### src/include/rss_pkg.sv
// Purpose: Shared constants and types for the reset start-up sequencer.
// Assumes: 50 MHz system clock, AXI4-Lite register access with 32-bit data.
// Notes:   Times are kept in their own units; cycle counts are derived here.
package rss_pkg;

	// ==========================================================================
	// Timing
	// ==========================================================================
	localparam int unsigned CLK_MHZ        = 50;
	localparam int unsigned INIT_TIME_US   = 143;
	localparam int unsigned INIT_CYCLES    = INIT_TIME_US * CLK_MHZ;
	localparam int unsigned US_TICK_CYCLES = CLK_MHZ;
	localparam int unsigned PULSE_CYCLES   = 16;
	localparam logic [15:0] RESET_VECTOR   = 16'h0000;

	// Start-up delays in microseconds, indexed by fuse code.
	localparam int unsigned DLY_RC_US0 = 16;
	localparam int unsigned DLY_RC_US1 = 512;
	localparam int unsigned DLY_RC_US2 = 1024;
	localparam int unsigned DLY_RC_US3 = 4096;
	localparam int unsigned DLY_XT_US0 = 1024;
	localparam int unsigned DLY_XT_US1 = 2048;
	localparam int unsigned DLY_XT_US2 = 4096;
	localparam int unsigned DLY_XT_US3 = 16384;

	// ==========================================================================
	// Register map
	// ==========================================================================
	localparam logic [3:0] ADDR_CTRL   = 4'h0;
	localparam logic [3:0] ADDR_STATUS = 4'h4;
	localparam logic [3:0] ADDR_PWR    = 4'h8;
	localparam int unsigned CTRL_SOFT_BIT  = 0;
	localparam int unsigned CTRL_WDOG_BIT  = 1;
	localparam int unsigned PWR_OFF_BIT    = 4;
	localparam logic [7:0] PWR_RESET       = 8'h00;

	// ==========================================================================
	// Types
	// ==========================================================================
	typedef enum logic [3:0] {
		RSS_ST_RESET = 4'b0001,
		RSS_ST_INIT  = 4'b0010,
		RSS_ST_START = 4'b0100,
		RSS_ST_RUN   = 4'b1000
	} rss_state_e;

	typedef struct packed {
		logic       ext_en;
		logic       brn_en;
		logic       xtal;
		logic [1:0] startup_time_fuses;
	} rss_fuse_s;

	typedef struct packed {
		logic por_low;
		logic brn_low;
		logic pin_low;
	} rss_mon_s;

endpackage

### src/rtl/rss_top.sv
// Purpose: Reset sequencer combining supply monitors, pin and software resets.
// Assumes: Monitor inputs are asynchronous levels, high while supply is low.
// Notes:   Registers over AXI4-Lite; answers come one cycle after acceptance.
//
// The AXI4-Lite register port and the placing of the registers are this design's own decisions.
`timescale 1ns/1ns

// How it works
// - Reset holds registers, tristates ports, vector zero.
// - Five sources merge into internal reset.
// - Power-on reset held while supply low.
// - Fixed 143 us initialization after threshold.
// - Hold reset until start-up timer finishes.
// - Supply dropping reasserts power-on reset immediately.
// - Cold start sets power-off flag.
// - Low reset pin extends internal reset.
// - With brown-out, timer waits for supply and init.
// - RC/external clock delays 16/512/1024/4096 us.
// - Crystal delays 1024/2048/4096/16384 us.
// - Same delay after brown-out and wake-up.
// - Brown-out asserts reset immediately.
// - Brown-out recovery releases after start-up delay.
// - Brown-out ignored unless its fuse set.
module rss_top
	import rss_pkg::*;
(
	// Clock and reset
	input  wire logic        clk,
	input  wire logic        resetn,
	// Supply monitors and pin (asynchronous)
	input  wire logic        por_low,
	input  wire logic        brownout_detector,
	input  wire logic        reset_pin_n,
	// Configuration fuses
	input  wire rss_fuse_s   fuses,
	// Wake-up from power-down in internally timed mode
	input  wire logic        wake_req,
	// Reset outputs
	output logic             sys_reset,
	output logic             port_oe_n,
	output logic [15:0]      pc_start,
	// AXI4-Lite write address
	input  wire logic [3:0]  s_awaddr,
	input  wire logic        s_awvalid,
	output logic             s_awready,
	// AXI4-Lite write data
	input  wire logic [31:0] s_wdata,
	input  wire logic [3:0]  s_wstrb,
	input  wire logic        s_wvalid,
	output logic             s_wready,
	// AXI4-Lite write response
	output logic [1:0]       s_bresp,
	output logic             s_bvalid,
	input  wire logic        s_bready,
	// AXI4-Lite read
	input  wire logic [3:0]  s_araddr,
	input  wire logic        s_arvalid,
	output logic             s_arready,
	output logic [31:0]      s_rdata,
	output logic [1:0]       s_rresp,
	output logic             s_rvalid,
	input  wire logic        s_rready
);

	// ==========================================================================
	// Input synchronisation
	// ==========================================================================
	rss_mon_s mon_raw;
	rss_mon_s mon;

	assign mon_raw = '{por_low: por_low, brn_low: brownout_detector, pin_low: !reset_pin_n};

	rss_sync #(.WIDTH(3)) u_sync (
		.clk      (clk),
		.resetn   (resetn),
		.async_in (mon_raw),
		.sync_out (mon)
	);

	// ==========================================================================
	// Microsecond time base
	// ==========================================================================
	logic [5:0] div_r;
	logic [5:0] div_nxt;
	logic       tick;

	// Fixed time base keeps delays independent of fuse changes.
	always_comb begin
		tick    = (div_r == 6'(US_TICK_CYCLES - 1));
		div_nxt = tick ? 6'h00 : div_r + 6'h01;
	end

	always_ff @(posedge clk or negedge resetn) begin
		if (!resetn) begin
			div_r <= 6'h00;
		end else begin
			div_r <= div_nxt;
		end
	end

	// ==========================================================================
	// Sequencer
	// ==========================================================================
	rss_state_e  state_r;
	rss_state_e  state_nxt;
	logic [12:0] init_r;
	logic [12:0] init_nxt;
	logic        brn_act;
	logic        timer_run;
	logic        timer_done;
	logic        cold_r;
	logic        cold_nxt;
	logic [4:0]  pulse_r;
	logic [4:0]  pulse_nxt;
	logic        sw_req;
	logic        wd_req;

	// Brown-out counts only when its fuse is programmed.
	assign brn_act   = fuses.brn_en && mon.brn_low;
	// Timer counts only in START; brown-out must be clear first.
	assign timer_run = (state_r == RSS_ST_START) && !brn_act;

	rss_startup_timer u_timer (
		.clk                (clk),
		.resetn             (resetn),
		.run                (timer_run),
		.tick               (tick),
		.xtal               (fuses.xtal),
		.startup_time_fuses (fuses.startup_time_fuses),
		.done               (timer_done)
	);

	// Supply faults force RESET from any state without delay.
	always_comb begin
		state_nxt = state_r;
		init_nxt  = init_r;
		cold_nxt  = cold_r;
		case (state_r)
			RSS_ST_RESET: begin
				init_nxt = '0;
				if (!mon.por_low) begin
					state_nxt = cold_r ? RSS_ST_INIT : RSS_ST_START;
				end
			end
			RSS_ST_INIT: begin
				if (init_r == 13'(INIT_CYCLES - 1)) begin
					state_nxt = RSS_ST_START;
				end else begin
					init_nxt = init_r + 13'h0001;
				end
			end
			RSS_ST_START: begin
				if (timer_done) begin
					state_nxt = RSS_ST_RUN;
					cold_nxt  = 1'b0;
				end
			end
			RSS_ST_RUN: begin
				if (wake_req) begin
					state_nxt = RSS_ST_START;
				end
			end
			default: state_nxt = RSS_ST_RESET;
		endcase
		if (mon.por_low) begin
			state_nxt = RSS_ST_RESET;
			cold_nxt  = 1'b1;
		end else if (brn_act) begin
			state_nxt = RSS_ST_RESET;
		end
	end

	// Power-up starts as a cold start.
	always_ff @(posedge clk or negedge resetn) begin
		if (!resetn) begin
			state_r <= RSS_ST_RESET;
			init_r  <= 13'h0000;
			cold_r  <= 1'b1;
		end else begin
			state_r <= state_nxt;
			init_r  <= init_nxt;
			cold_r  <= cold_nxt;
		end
	end

	// ==========================================================================
	// Software and watchdog reset pulses
	// ==========================================================================
	// A fixed-length pulse keeps the core in reset long enough to settle.
	always_comb begin
		pulse_nxt = pulse_r;
		if (sw_req || wd_req) begin
			pulse_nxt = 5'(PULSE_CYCLES);
		end else if (pulse_r != 5'h00) begin
			pulse_nxt = pulse_r - 5'h01;
		end
	end

	always_ff @(posedge clk or negedge resetn) begin
		if (!resetn) begin
			pulse_r <= 5'h00;
		end else begin
			pulse_r <= pulse_nxt;
		end
	end

	// ==========================================================================
	// Reset outputs
	// ==========================================================================
	logic rst_nxt;

	// Pin counts only when enabled, except during power-up.
	always_comb begin
		rst_nxt = (state_r != RSS_ST_RUN) || (pulse_r != 5'h00);
		if (mon.pin_low && (fuses.ext_en || cold_r)) begin
			rst_nxt = 1'b1;
		end
	end

	// Registered release keeps reset aligned to the system clock.
	always_ff @(posedge clk or negedge resetn) begin
		if (!resetn) begin
			sys_reset <= 1'b1;
			port_oe_n <= 1'b1;
			pc_start  <= RESET_VECTOR;
		end else begin
			sys_reset <= rst_nxt;
			port_oe_n <= rst_nxt;
			pc_start  <= RESET_VECTOR;
		end
	end

	// ==========================================================================
	// Register bus
	// ==========================================================================
	logic [7:0] power_control_reg_r;
	logic [7:0] power_control_reg_nxt;
	logic       bvalid_nxt;
	logic       rvalid_nxt;
	logic [31:0] rdata_nxt;
	logic [1:0] bresp_nxt;
	logic [1:0] rresp_nxt;
	logic       wr_go;
	logic       rd_go;

	// Both write channels are taken together once no response waits.
	assign s_awready = s_awvalid && s_wvalid && !s_bvalid;
	assign s_wready  = s_awready;
	assign s_arready = !s_rvalid;
	assign wr_go     = s_awready;
	assign rd_go     = s_arvalid && s_arready;
	assign sw_req    = wr_go && (s_awaddr == ADDR_CTRL) && s_wstrb[0] && s_wdata[CTRL_SOFT_BIT];
	assign wd_req    = wr_go && (s_awaddr == ADDR_CTRL) && s_wstrb[0] && s_wdata[CTRL_WDOG_BIT];

	// Power-off flag: set wins over a software clear in the same cycle.
	always_comb begin
		power_control_reg_nxt = power_control_reg_r;
		bvalid_nxt = s_bvalid && !s_bready;
		bresp_nxt  = s_bresp;
		rvalid_nxt = s_rvalid && !s_rready;
		rdata_nxt  = s_rdata;
		rresp_nxt  = s_rresp;
		if (wr_go) begin
			bvalid_nxt = 1'b1;
			bresp_nxt  = 2'b00;
			if (s_awaddr == ADDR_PWR) begin
				if (s_wstrb[0]) begin
					power_control_reg_nxt = s_wdata[7:0];
				end
			end else if (s_awaddr != ADDR_CTRL) begin
				bresp_nxt = 2'b10;
			end
		end
		if (cold_r) begin
			power_control_reg_nxt[PWR_OFF_BIT] = 1'b1;
		end
		if (rd_go) begin
			rvalid_nxt = 1'b1;
			rresp_nxt  = 2'b00;
			case (s_araddr)
				ADDR_CTRL:   rdata_nxt = 32'h0000_0000;
				ADDR_STATUS: rdata_nxt = {26'h0, cold_r, sys_reset, state_r};
				ADDR_PWR:    rdata_nxt = {24'h0, power_control_reg_r};
				default: begin
					rdata_nxt = 32'h0000_0000;
					rresp_nxt = 2'b10;
				end
			endcase
		end
	end

	always_ff @(posedge clk or negedge resetn) begin
		if (!resetn) begin
			power_control_reg_r <= PWR_RESET;
			s_bvalid <= 1'b0;
			s_bresp  <= 2'b00;
			s_rvalid <= 1'b0;
			s_rdata  <= 32'h0000_0000;
			s_rresp  <= 2'b00;
		end else begin
			power_control_reg_r <= power_control_reg_nxt;
			s_bvalid <= bvalid_nxt;
			s_bresp  <= bresp_nxt;
			s_rvalid <= rvalid_nxt;
			s_rdata  <= rdata_nxt;
			s_rresp  <= rresp_nxt;
		end
	end

endmodule

### src/rtl/rss_sync.sv
// Purpose: Two-flop synchroniser for a vector of asynchronous levels.
// Assumes: Inputs are quasi-static levels from monitors or pins.
// Notes:   Stage one is read only by stage two.
`timescale 1ns/1ns
module rss_sync #(
	parameter int unsigned WIDTH = 1
) (
	// Clock and reset
	input  wire logic             clk,
	input  wire logic             resetn,
	// Levels
	input  wire logic [WIDTH-1:0] async_in,
	output logic      [WIDTH-1:0] sync_out
);

	// ==========================================================================
	// Synchroniser
	// ==========================================================================
	logic [WIDTH-1:0] meta_r;
	logic [WIDTH-1:0] meta_nxt;
	logic [WIDTH-1:0] sync_nxt;

	// Each stage takes the one before it.
	always_comb begin
		meta_nxt = async_in;
		sync_nxt = meta_r;
	end

	// Reset to all ones: monitors read as faulted until sampled.
	always_ff @(posedge clk or negedge resetn) begin
		if (!resetn) begin
			meta_r   <= '1;
			sync_out <= '1;
		end else begin
			meta_r   <= meta_nxt;
			sync_out <= sync_nxt;
		end
	end

endmodule

### src/rtl/rss_startup_timer.sv
// Purpose: Start-up timer counting microsecond ticks to a fuse-chosen limit.
// Assumes: tick is a one-cycle pulse each microsecond.
// Notes:   Clearing run restarts the count from zero.
`timescale 1ns/1ns
module rss_startup_timer
	import rss_pkg::*;
(
	// Clock and reset
	input  wire logic       clk,
	input  wire logic       resetn,
	// Control
	input  wire logic       run,
	input  wire logic       tick,
	input  wire logic       xtal,
	input  wire logic [1:0] startup_time_fuses,
	// Status
	output logic            done
);

	// ==========================================================================
	// Counter
	// ==========================================================================
	logic [14:0] cnt_r;
	logic [14:0] cnt_nxt;
	logic        done_nxt;
	logic [14:0] limit;

	// Terminal count from fuse code and clock source.
	always_comb begin
		case ({xtal, startup_time_fuses})
			3'b000:  limit = 15'(DLY_RC_US0 - 1);
			3'b001:  limit = 15'(DLY_RC_US1 - 1);
			3'b010:  limit = 15'(DLY_RC_US2 - 1);
			3'b011:  limit = 15'(DLY_RC_US3 - 1);
			3'b100:  limit = 15'(DLY_XT_US0 - 1);
			3'b101:  limit = 15'(DLY_XT_US1 - 1);
			3'b110:  limit = 15'(DLY_XT_US2 - 1);
			default: limit = 15'(DLY_XT_US3 - 1);
		endcase
	end

	// Count ticks while running; done holds until run drops.
	always_comb begin
		cnt_nxt  = cnt_r;
		done_nxt = done;
		if (!run) begin
			cnt_nxt  = '0;
			done_nxt = 1'b0;
		end else if (tick && !done) begin
			if (cnt_r == limit) begin
				done_nxt = 1'b1;
			end else begin
				cnt_nxt = cnt_r + 15'h0001;
			end
		end
	end

	always_ff @(posedge clk or negedge resetn) begin
		if (!resetn) begin
			cnt_r <= '0;
			done  <= 1'b0;
		end else begin
			cnt_r <= cnt_nxt;
			done  <= done_nxt;
		end
	end

endmodule

### config.mk
export PLATFORM = sky130hd
export DESIGN_NAME = rss_top
export DESIGN_NICKNAME = d
export VERILOG_FILES = /design/src/include/rss_pkg.sv /design/src/rtl/rss_top.sv /design/src/rtl/rss_sync.sv /design/src/rtl/rss_startup_timer.sv
export SDC_FILE = /design/constraint.sdc
export NUM_CORES = 1
export LEC_CHECK = 0
export BUFFER_PORTS_ARGS = -buffer_cell sky130_fd_sc_hd__buf_2
export CORE_MARGIN = 2
export CORE_UTILIZATION = 35
export CTS_BUF_LIST = sky130_fd_sc_hd__clkbuf_8
export DETAILED_ROUTE_END_ITERATION = 8
export PLACE_DENSITY = 0.57
export SLEW_MARGIN = 10
export SYNTH_ARGS = -nofsm -noshare
export SYNTH_HDL_FRONTEND = slang
export SYNTH_HIERARCHICAL = 1
export SYNTH_SLANG_ARGS = --single-unit
### constraint.sdc
create_clock -name clk -period 1.9 [get_ports clk]
set_clock_uncertainty 0.05 [all_clocks]
set_input_delay 0.57 -clock clk [delete_from_list [all_inputs] [get_ports clk]]
set_output_delay 0.57 -clock clk [all_outputs]
set_load 0.02 [all_outputs]
Yosys cells after proc, flatten, opt, wreduce, memory -nomap -nowiden --
Index checks and enable logic that the tools add are counted. W data, S select, Z words.
Cells by class: add/subtract/negate cells 4, equal/unequal tests 24, muxes and demuxes 33, reductions and logical operators 45
Operators by type and width (number):
- $pmux W14 S5 | 1
- $mux W15 | 3
- $pmux W13 S2 | 1
- $mux W5 | 5
- $mux W4 | 5
- $pmux W4 S4 | 1
- $pmux W8 S2 | 1
- $add A15 B1 Y15 const B | 1
- $eq A15 B14 Y1 | 1
- $reduce_bool A2 Y1 | 7
- $add A13 B1 Y13 const B | 1
- $eq A13 B13 Y1 const B | 1
- $logic_and A1 B1 Y1 | 13
- $mux W13 | 1
- $eq A4 B4 Y1 const B | 3
- $mux W1 | 10
- $eq A3 B3 Y1 const B | 3
- $reduce_and A3 Y1 | 3
- $eq A4 B3 Y1 const B | 2
- $logic_not A4 Y1 | 2
- $ne A2 B2 Y1 const B | 4
- $ne A4 B3 Y1 const B | 2
- $reduce_and A2 Y1 | 4
- $logic_not A1 Y1 | 7
- 18 further kinds | 24
Storage, ports and cells: register bits 98, bits of input ports 60, output and inout bits 59, word-level logic and storage cells 123

Depth between registers and ports, before layout --
depth in word-level cells 7, mapped depth 10, mapped depth without buffers 9

By module --
Netlist, hierarchy kept.
By module, submodules not included:
- rss_top | instances 1, cells an instance 285, area each 2805.2 µm², seq. area each 1255.0 µm²
- rss_startup_timer | instances 1, cells an instance 105, area each 935.9 µm², seq. area each 400.4 µm²
- rss_sync | instances 1, cells an instance 6, area each 157.7 µm², seq. area each 157.7 µm²

Worst setup path before layout --
No wires, ideal clock.
path type register to register, start point register div_r[1], end point register u_timer.cnt_r[10], setup time 0.078 ns, arrival time 1.983 ns, data required time 1.772 ns, setup slack -0.211 ns, cell stages (with the launch flop) 11, path buffers 1, clock period less this slack 2.111 ns, path through dfrtp_1 inv_1 ha_1 nor2b_1 nand3_1 nor2_1 nor3b_1 o31ai_1 buf_2 or3_1 a21oi_1
Between the ends: word-level cells in the longest chain between the ends 4
RTL lines:
- from (decl) | line rss_top.sv:83 | logic [5:0] div_r;
- from (signal assigned) | line rss_top.sv:97 | div_r <= div_nxt;
- $eq A6 B6 Y1 | line rss_top.sv:89 | tick = (div_r == 6'(US_TICK_CYCLES - 1));
- via tick | line rss_top.sv:85 | logic tick;
- $logic_and A1 B1 Y1 | line rss_startup_timer.sv:49 | end else if (tick && !done) begin
- $ne A2 B2 Y1 (no line)
- $reduce_and A2 Y1 (no line)
- to (signal assigned) | line rss_startup_timer.sv:63 | cnt_r <= cnt_nxt;
- to (decl) | line rss_startup_timer.sv:23 | logic [14:0] cnt_r;
The timed path passes the listed nets, and every way through them passes these cells. A chain may end at the register's enable or synchronous reset.

Worst setup path after layout --
start point register u_timer.cnt_r[4], end point register u_timer.cnt_r[0]
Between the ends: word-level cells in the longest chain between the ends 3
RTL lines:
- $eq A15 B14 Y1 | line rss_startup_timer.sv:50 | if (cnt_r == limit) begin
- $ne A2 B2 Y1 (no line)
- $reduce_and A2 Y1 (no line)
Every way passes these cells.

==> impl_metrics.yaml <==
place:
  portBuffers: 49
  gp_congestion: 0.7844
  placed_cells: 606
  dp_hpwl_um: 5326
power:
  p_clk_share_pct: 34.0
  peakVddDrop_mv: 0.3572
  p_leak_nw: 2.124
  swShare_pct: 31.29
  p_int_mw: 2.350
  p_switching_mw: 1.071
  power_density_nw_per_um2: 747.3
  power_frac_seq_pct: 50.2
  power_mw: 3.421
  power_frac_comb_pct: 15.8
finish:
  final_cell_mix: "dfrtp_1 (63), buf_2 (49), conb_1 (42), buf_4 (35), nand2_1 (34)"
  ff_latch_area_sq_um: 1813
  antenna_cells: 0
  fin_cells: 625
  fillCellCount: 1087
  multi_input_area_sq_um: 1808
  syn_to_final_growth_pct: 17.43
  final_nets: 546
  fin_util_pct: 42.23
  final_common_cell: "dfrtp_1"
  drive_above_1_share_pct: 29.07
floorplan:
  die_h_um: 109.5
  dieArea_sq_um: 12000
  core_sq_um: 10840
  start_util_pct: 35.96
  fp.dieW_um: 109.5
  io_pins: 119
  rows: 38
global_routing:
  gr-total-overflow: 0
  grt_pass1_vias: 2758
  antenna_found_initial: 0
  grt.total_usage_pct: 13.06
  grt_pass1_wl_um: 12480
  grt_max_degree: 73
critical_path:
  r2r_slack_ns: -0.18
  r2r-start: "u_timer/cnt_r[4]$_DFFE_PN0P_"
  cp_slowest_stage_delay_ns: 0.41
  worstPathArrival_ns: 2.24
  cp_cell_sequence: "nor4_2 -> buf_4 -> o32a_1 -> nand3_2 -> o311ai_4 -> buf_4 -> xor2_1 -> nor2_1"
  crit_slowest_cell: "dfrtp_1"
  rr_worst_depth: 8
  crit_start: "u_timer/cnt_r[4]$_DFFE_PN0P_"
  rr_endpoint: "u_timer/cnt_r[0]$_DFFE_PN0P_"
  cp.required_ns: 2.06
  path_max_fanout: 5
  critical_path_class: "flip-flop to flip-flop"
  crit_path_end_kind: "flip-flop"
  start_kind: "flip-flop"
  crit_end: "u_timer/cnt_r[0]$_DFFE_PN0P_"
  crit_top_cell: "buf_4"
cts:
  numCtsBuffers: 9
  clk_latency_ns: 0.35
  cts_max_level: 3
  clkSinkCount: 72
  cts_root_buf: "clkbuf_8"
  clk_pin_slew_worst_paths_ns: 0.08
  cts_tree: "done"
  cts.path.max_buffers: 2
  hold_buffers: 0
timing:
  rsz0062_at_grt: "true"
  relSlewSlack_pct: 64.98
  setup_viol: 15
  max_freq_mhz: 480.9
  worst_pin_slew_ns: 0.5179
  period_needed_ns: 2.079
  layout_setup_ws_ns: -0.1794
  hold_viol_final: 0
  tns_ns: -1.638
  maxSlewViolCount: 0
  fin_crit_sh_pct: 109.4
job:
  cap_violations: 0
drt:
  wirelength_um: 7458
  routed_via_density: 4.738
  drtIter0Drc: 140
  wire_per_inst_um: 11.93
  drtPass1Iterations: 5
  vias: 2961
  antenna_left: 0
  drc_errors: 0
yosys:
  async_flop_share_pct: 100.0
  yosys_warnings: 6
  synth_edf_count: 0
  synth_adder_area_share_pct: 2.214
  muxShareOfSynthArea_pct: 3.594
  synth-compound-area-share_pct: 12.55
  synthSimpleGateAreaFrac_pct: 20.41
  synthFlopType: "dfrtp_1"
  synthesis.area_per_instance_sq_um: 9.845
  ys_ff_latch: 72
  synth_xor_area_share_pct: 2.696
  synth_top_family_by_area: "simple AND/OR/NAND/NOR gates"
  netlist_area_sq_um: 3899
  seq_area_frac_synth_pct: 46.50
  synth_cells: 396
  yosysUniqueCellTypes: 58
outcome:
  violations: "setup timing"
  status: "complete, but fails checks"
worst_hold_path:
  hp-class: "input port to asynchronous set/reset pin"
-- cells in the mapped netlist, types with 2 or more instances --
cell / instances / area [sq um]
ha_1: 6 / 75.07
buf_4: 44 / 330.3
nor2_1: 28 / 105.1
or4_1: 4 / 30.03
o21ai_1: 6 / 30.03
nand2b_1: 3 / 18.77
o21ai_0: 22 / 110.1
dfrtp_1: 63 / 1577
nor4_1: 4 / 25.02
nor3_1: 12 / 60.06
and2_1: 2 / 12.51
nand3_1: 13 / 65.06
a21oi_1: 21 / 105.1
clkbuf_1: 4 / 15.01
and2_2: 2 / 15.01
a21o_1: 5 / 37.54
and4_1: 3 / 26.28
mux2_2: 8 / 90.09
nor4b_1: 2 / 17.52
o31ai_1: 4 / 30.03
and3_1: 2 / 12.51
nor2b_1: 4 / 25.02
or3_1: 14 / 87.58
mux2i_1: 5 / 50.05
nand4_1: 5 / 31.28
dfstp_2: 9 / 236.5
a211oi_1: 4 / 30.03
a22oi_1: 7 / 52.55
inv_1: 14 / 52.55
buf_6: 4 / 45.04
xor2_1: 8 / 70.07
nor3b_1: 2 / 15.01
nand2_1: 34 / 127.6
xnor2_1: 4 / 35.03
-- layer usage --
layer	global-route usage [%]	vias to the layer above	wire length [um]
li1	-	1485	-
met1	17.52	1414	3616
met2	20.55	55	3430
met3	3.023	7	312
met4	4.882	0	99
met5	0	-	0
-- logic make-up (layout without fill, tap and decap cells) --
family / count (synthesis) / count (layout)
and+or+nand+nor: 144 / 144
AOI/OAI and AO/OA: 78 / 78
DFF: 72 / 72
buffers and inverters: 69 / 117
muxes: 13 / 13
xor gates and xnor gates: 12 / 12
adders and majority gates: 7 / 7
other: 1 / 42
-- timing repair --
item	in CTS	in global routing
pin swaps	3	2
gates resized for setup	4	6
setup buffers	2	1
setup endpoints to repair	17	17
-- sequential cells by signal (all words and copies together) (netlist names), 3 cells and up --
name and cells:
u_sync/sync_out 3, pulse_r 5, s_rdata 8, init_r 13
state_r 4, u_sync/meta_r 3, u_timer/cnt_r 15, power_control_reg_r 8
div_r 6
-- through the flow --
| step | setup WS, ns | area [sq um] | hold slack, ns |
|---|---|---|---|
| 2_1_floorplan | -0.1264 | 4061 | 0.2244 |
| 3_3_place_gp | -0.4011 | 4339 | 0.2974 |
| 3_5_place_dp | -0.4196 | 4339 | 0.2968 |
| 4_1_cts | -0.1580 | 4556 | 0.2012 |
| 5_1_grt | -0.2759 | 4578 | 0.2072 |
| 6_report | -0.1794 | 4578 | 0.1819 |
-- worst min path at each step --
stage | to | slack (ns) | cells past startpoint
2_1_floorplan | div_r[0]$_DFF_PN0_ | 0.22 | 0
3_3_place_gp | u_sync/sync_out[2]$_DFF_PN1_ | 0.30 | 0
3_5_place_dp | u_sync/sync_out[2]$_DFF_PN1_ | 0.30 | 0
4_1_cts | pulse_r[3]$_DFFE_PN0P_ | 0.20 | 2
5_1_grt | pulse_r[3]$_DFFE_PN0P_ | 0.21 | 2
6_report | pulse_r[4]$_DFFE_PN0P_ | 0.18 | 2
-- cell type report --
type	instances	area share [%]
clock buffers	9	2.706
clock inverters	7	1.366
multi-input cells	296	39.49
inverters	15	1.230
well taps	140	3.826
flip-flops and latches	72	39.60
repair buffers	86	11.78
-- power by group through the flow --
stage,combinational [mW],sequential [mW],clock (mW)
floorplan,0.434,1.75,0
global placement,0.533,1.74,0
CTS,0.545,1.72,1.20
finish,0.540,1.72,1.16
detailed placement,0.542,1.75,0
global route,0.619,1.74,1.28
-- critical path: cells and delay by family (launching register included) --
kind	cells	cell delay (ns)
AOI/OAI and AO/OA	2	0.52
DFF	1	0.41
xor gates and xnor gates	1	0.15
buffers and inverters	2	0.36
and+or+nand+nor	3	0.45
No activity file was read; power rests on OpenSTA's default activity.
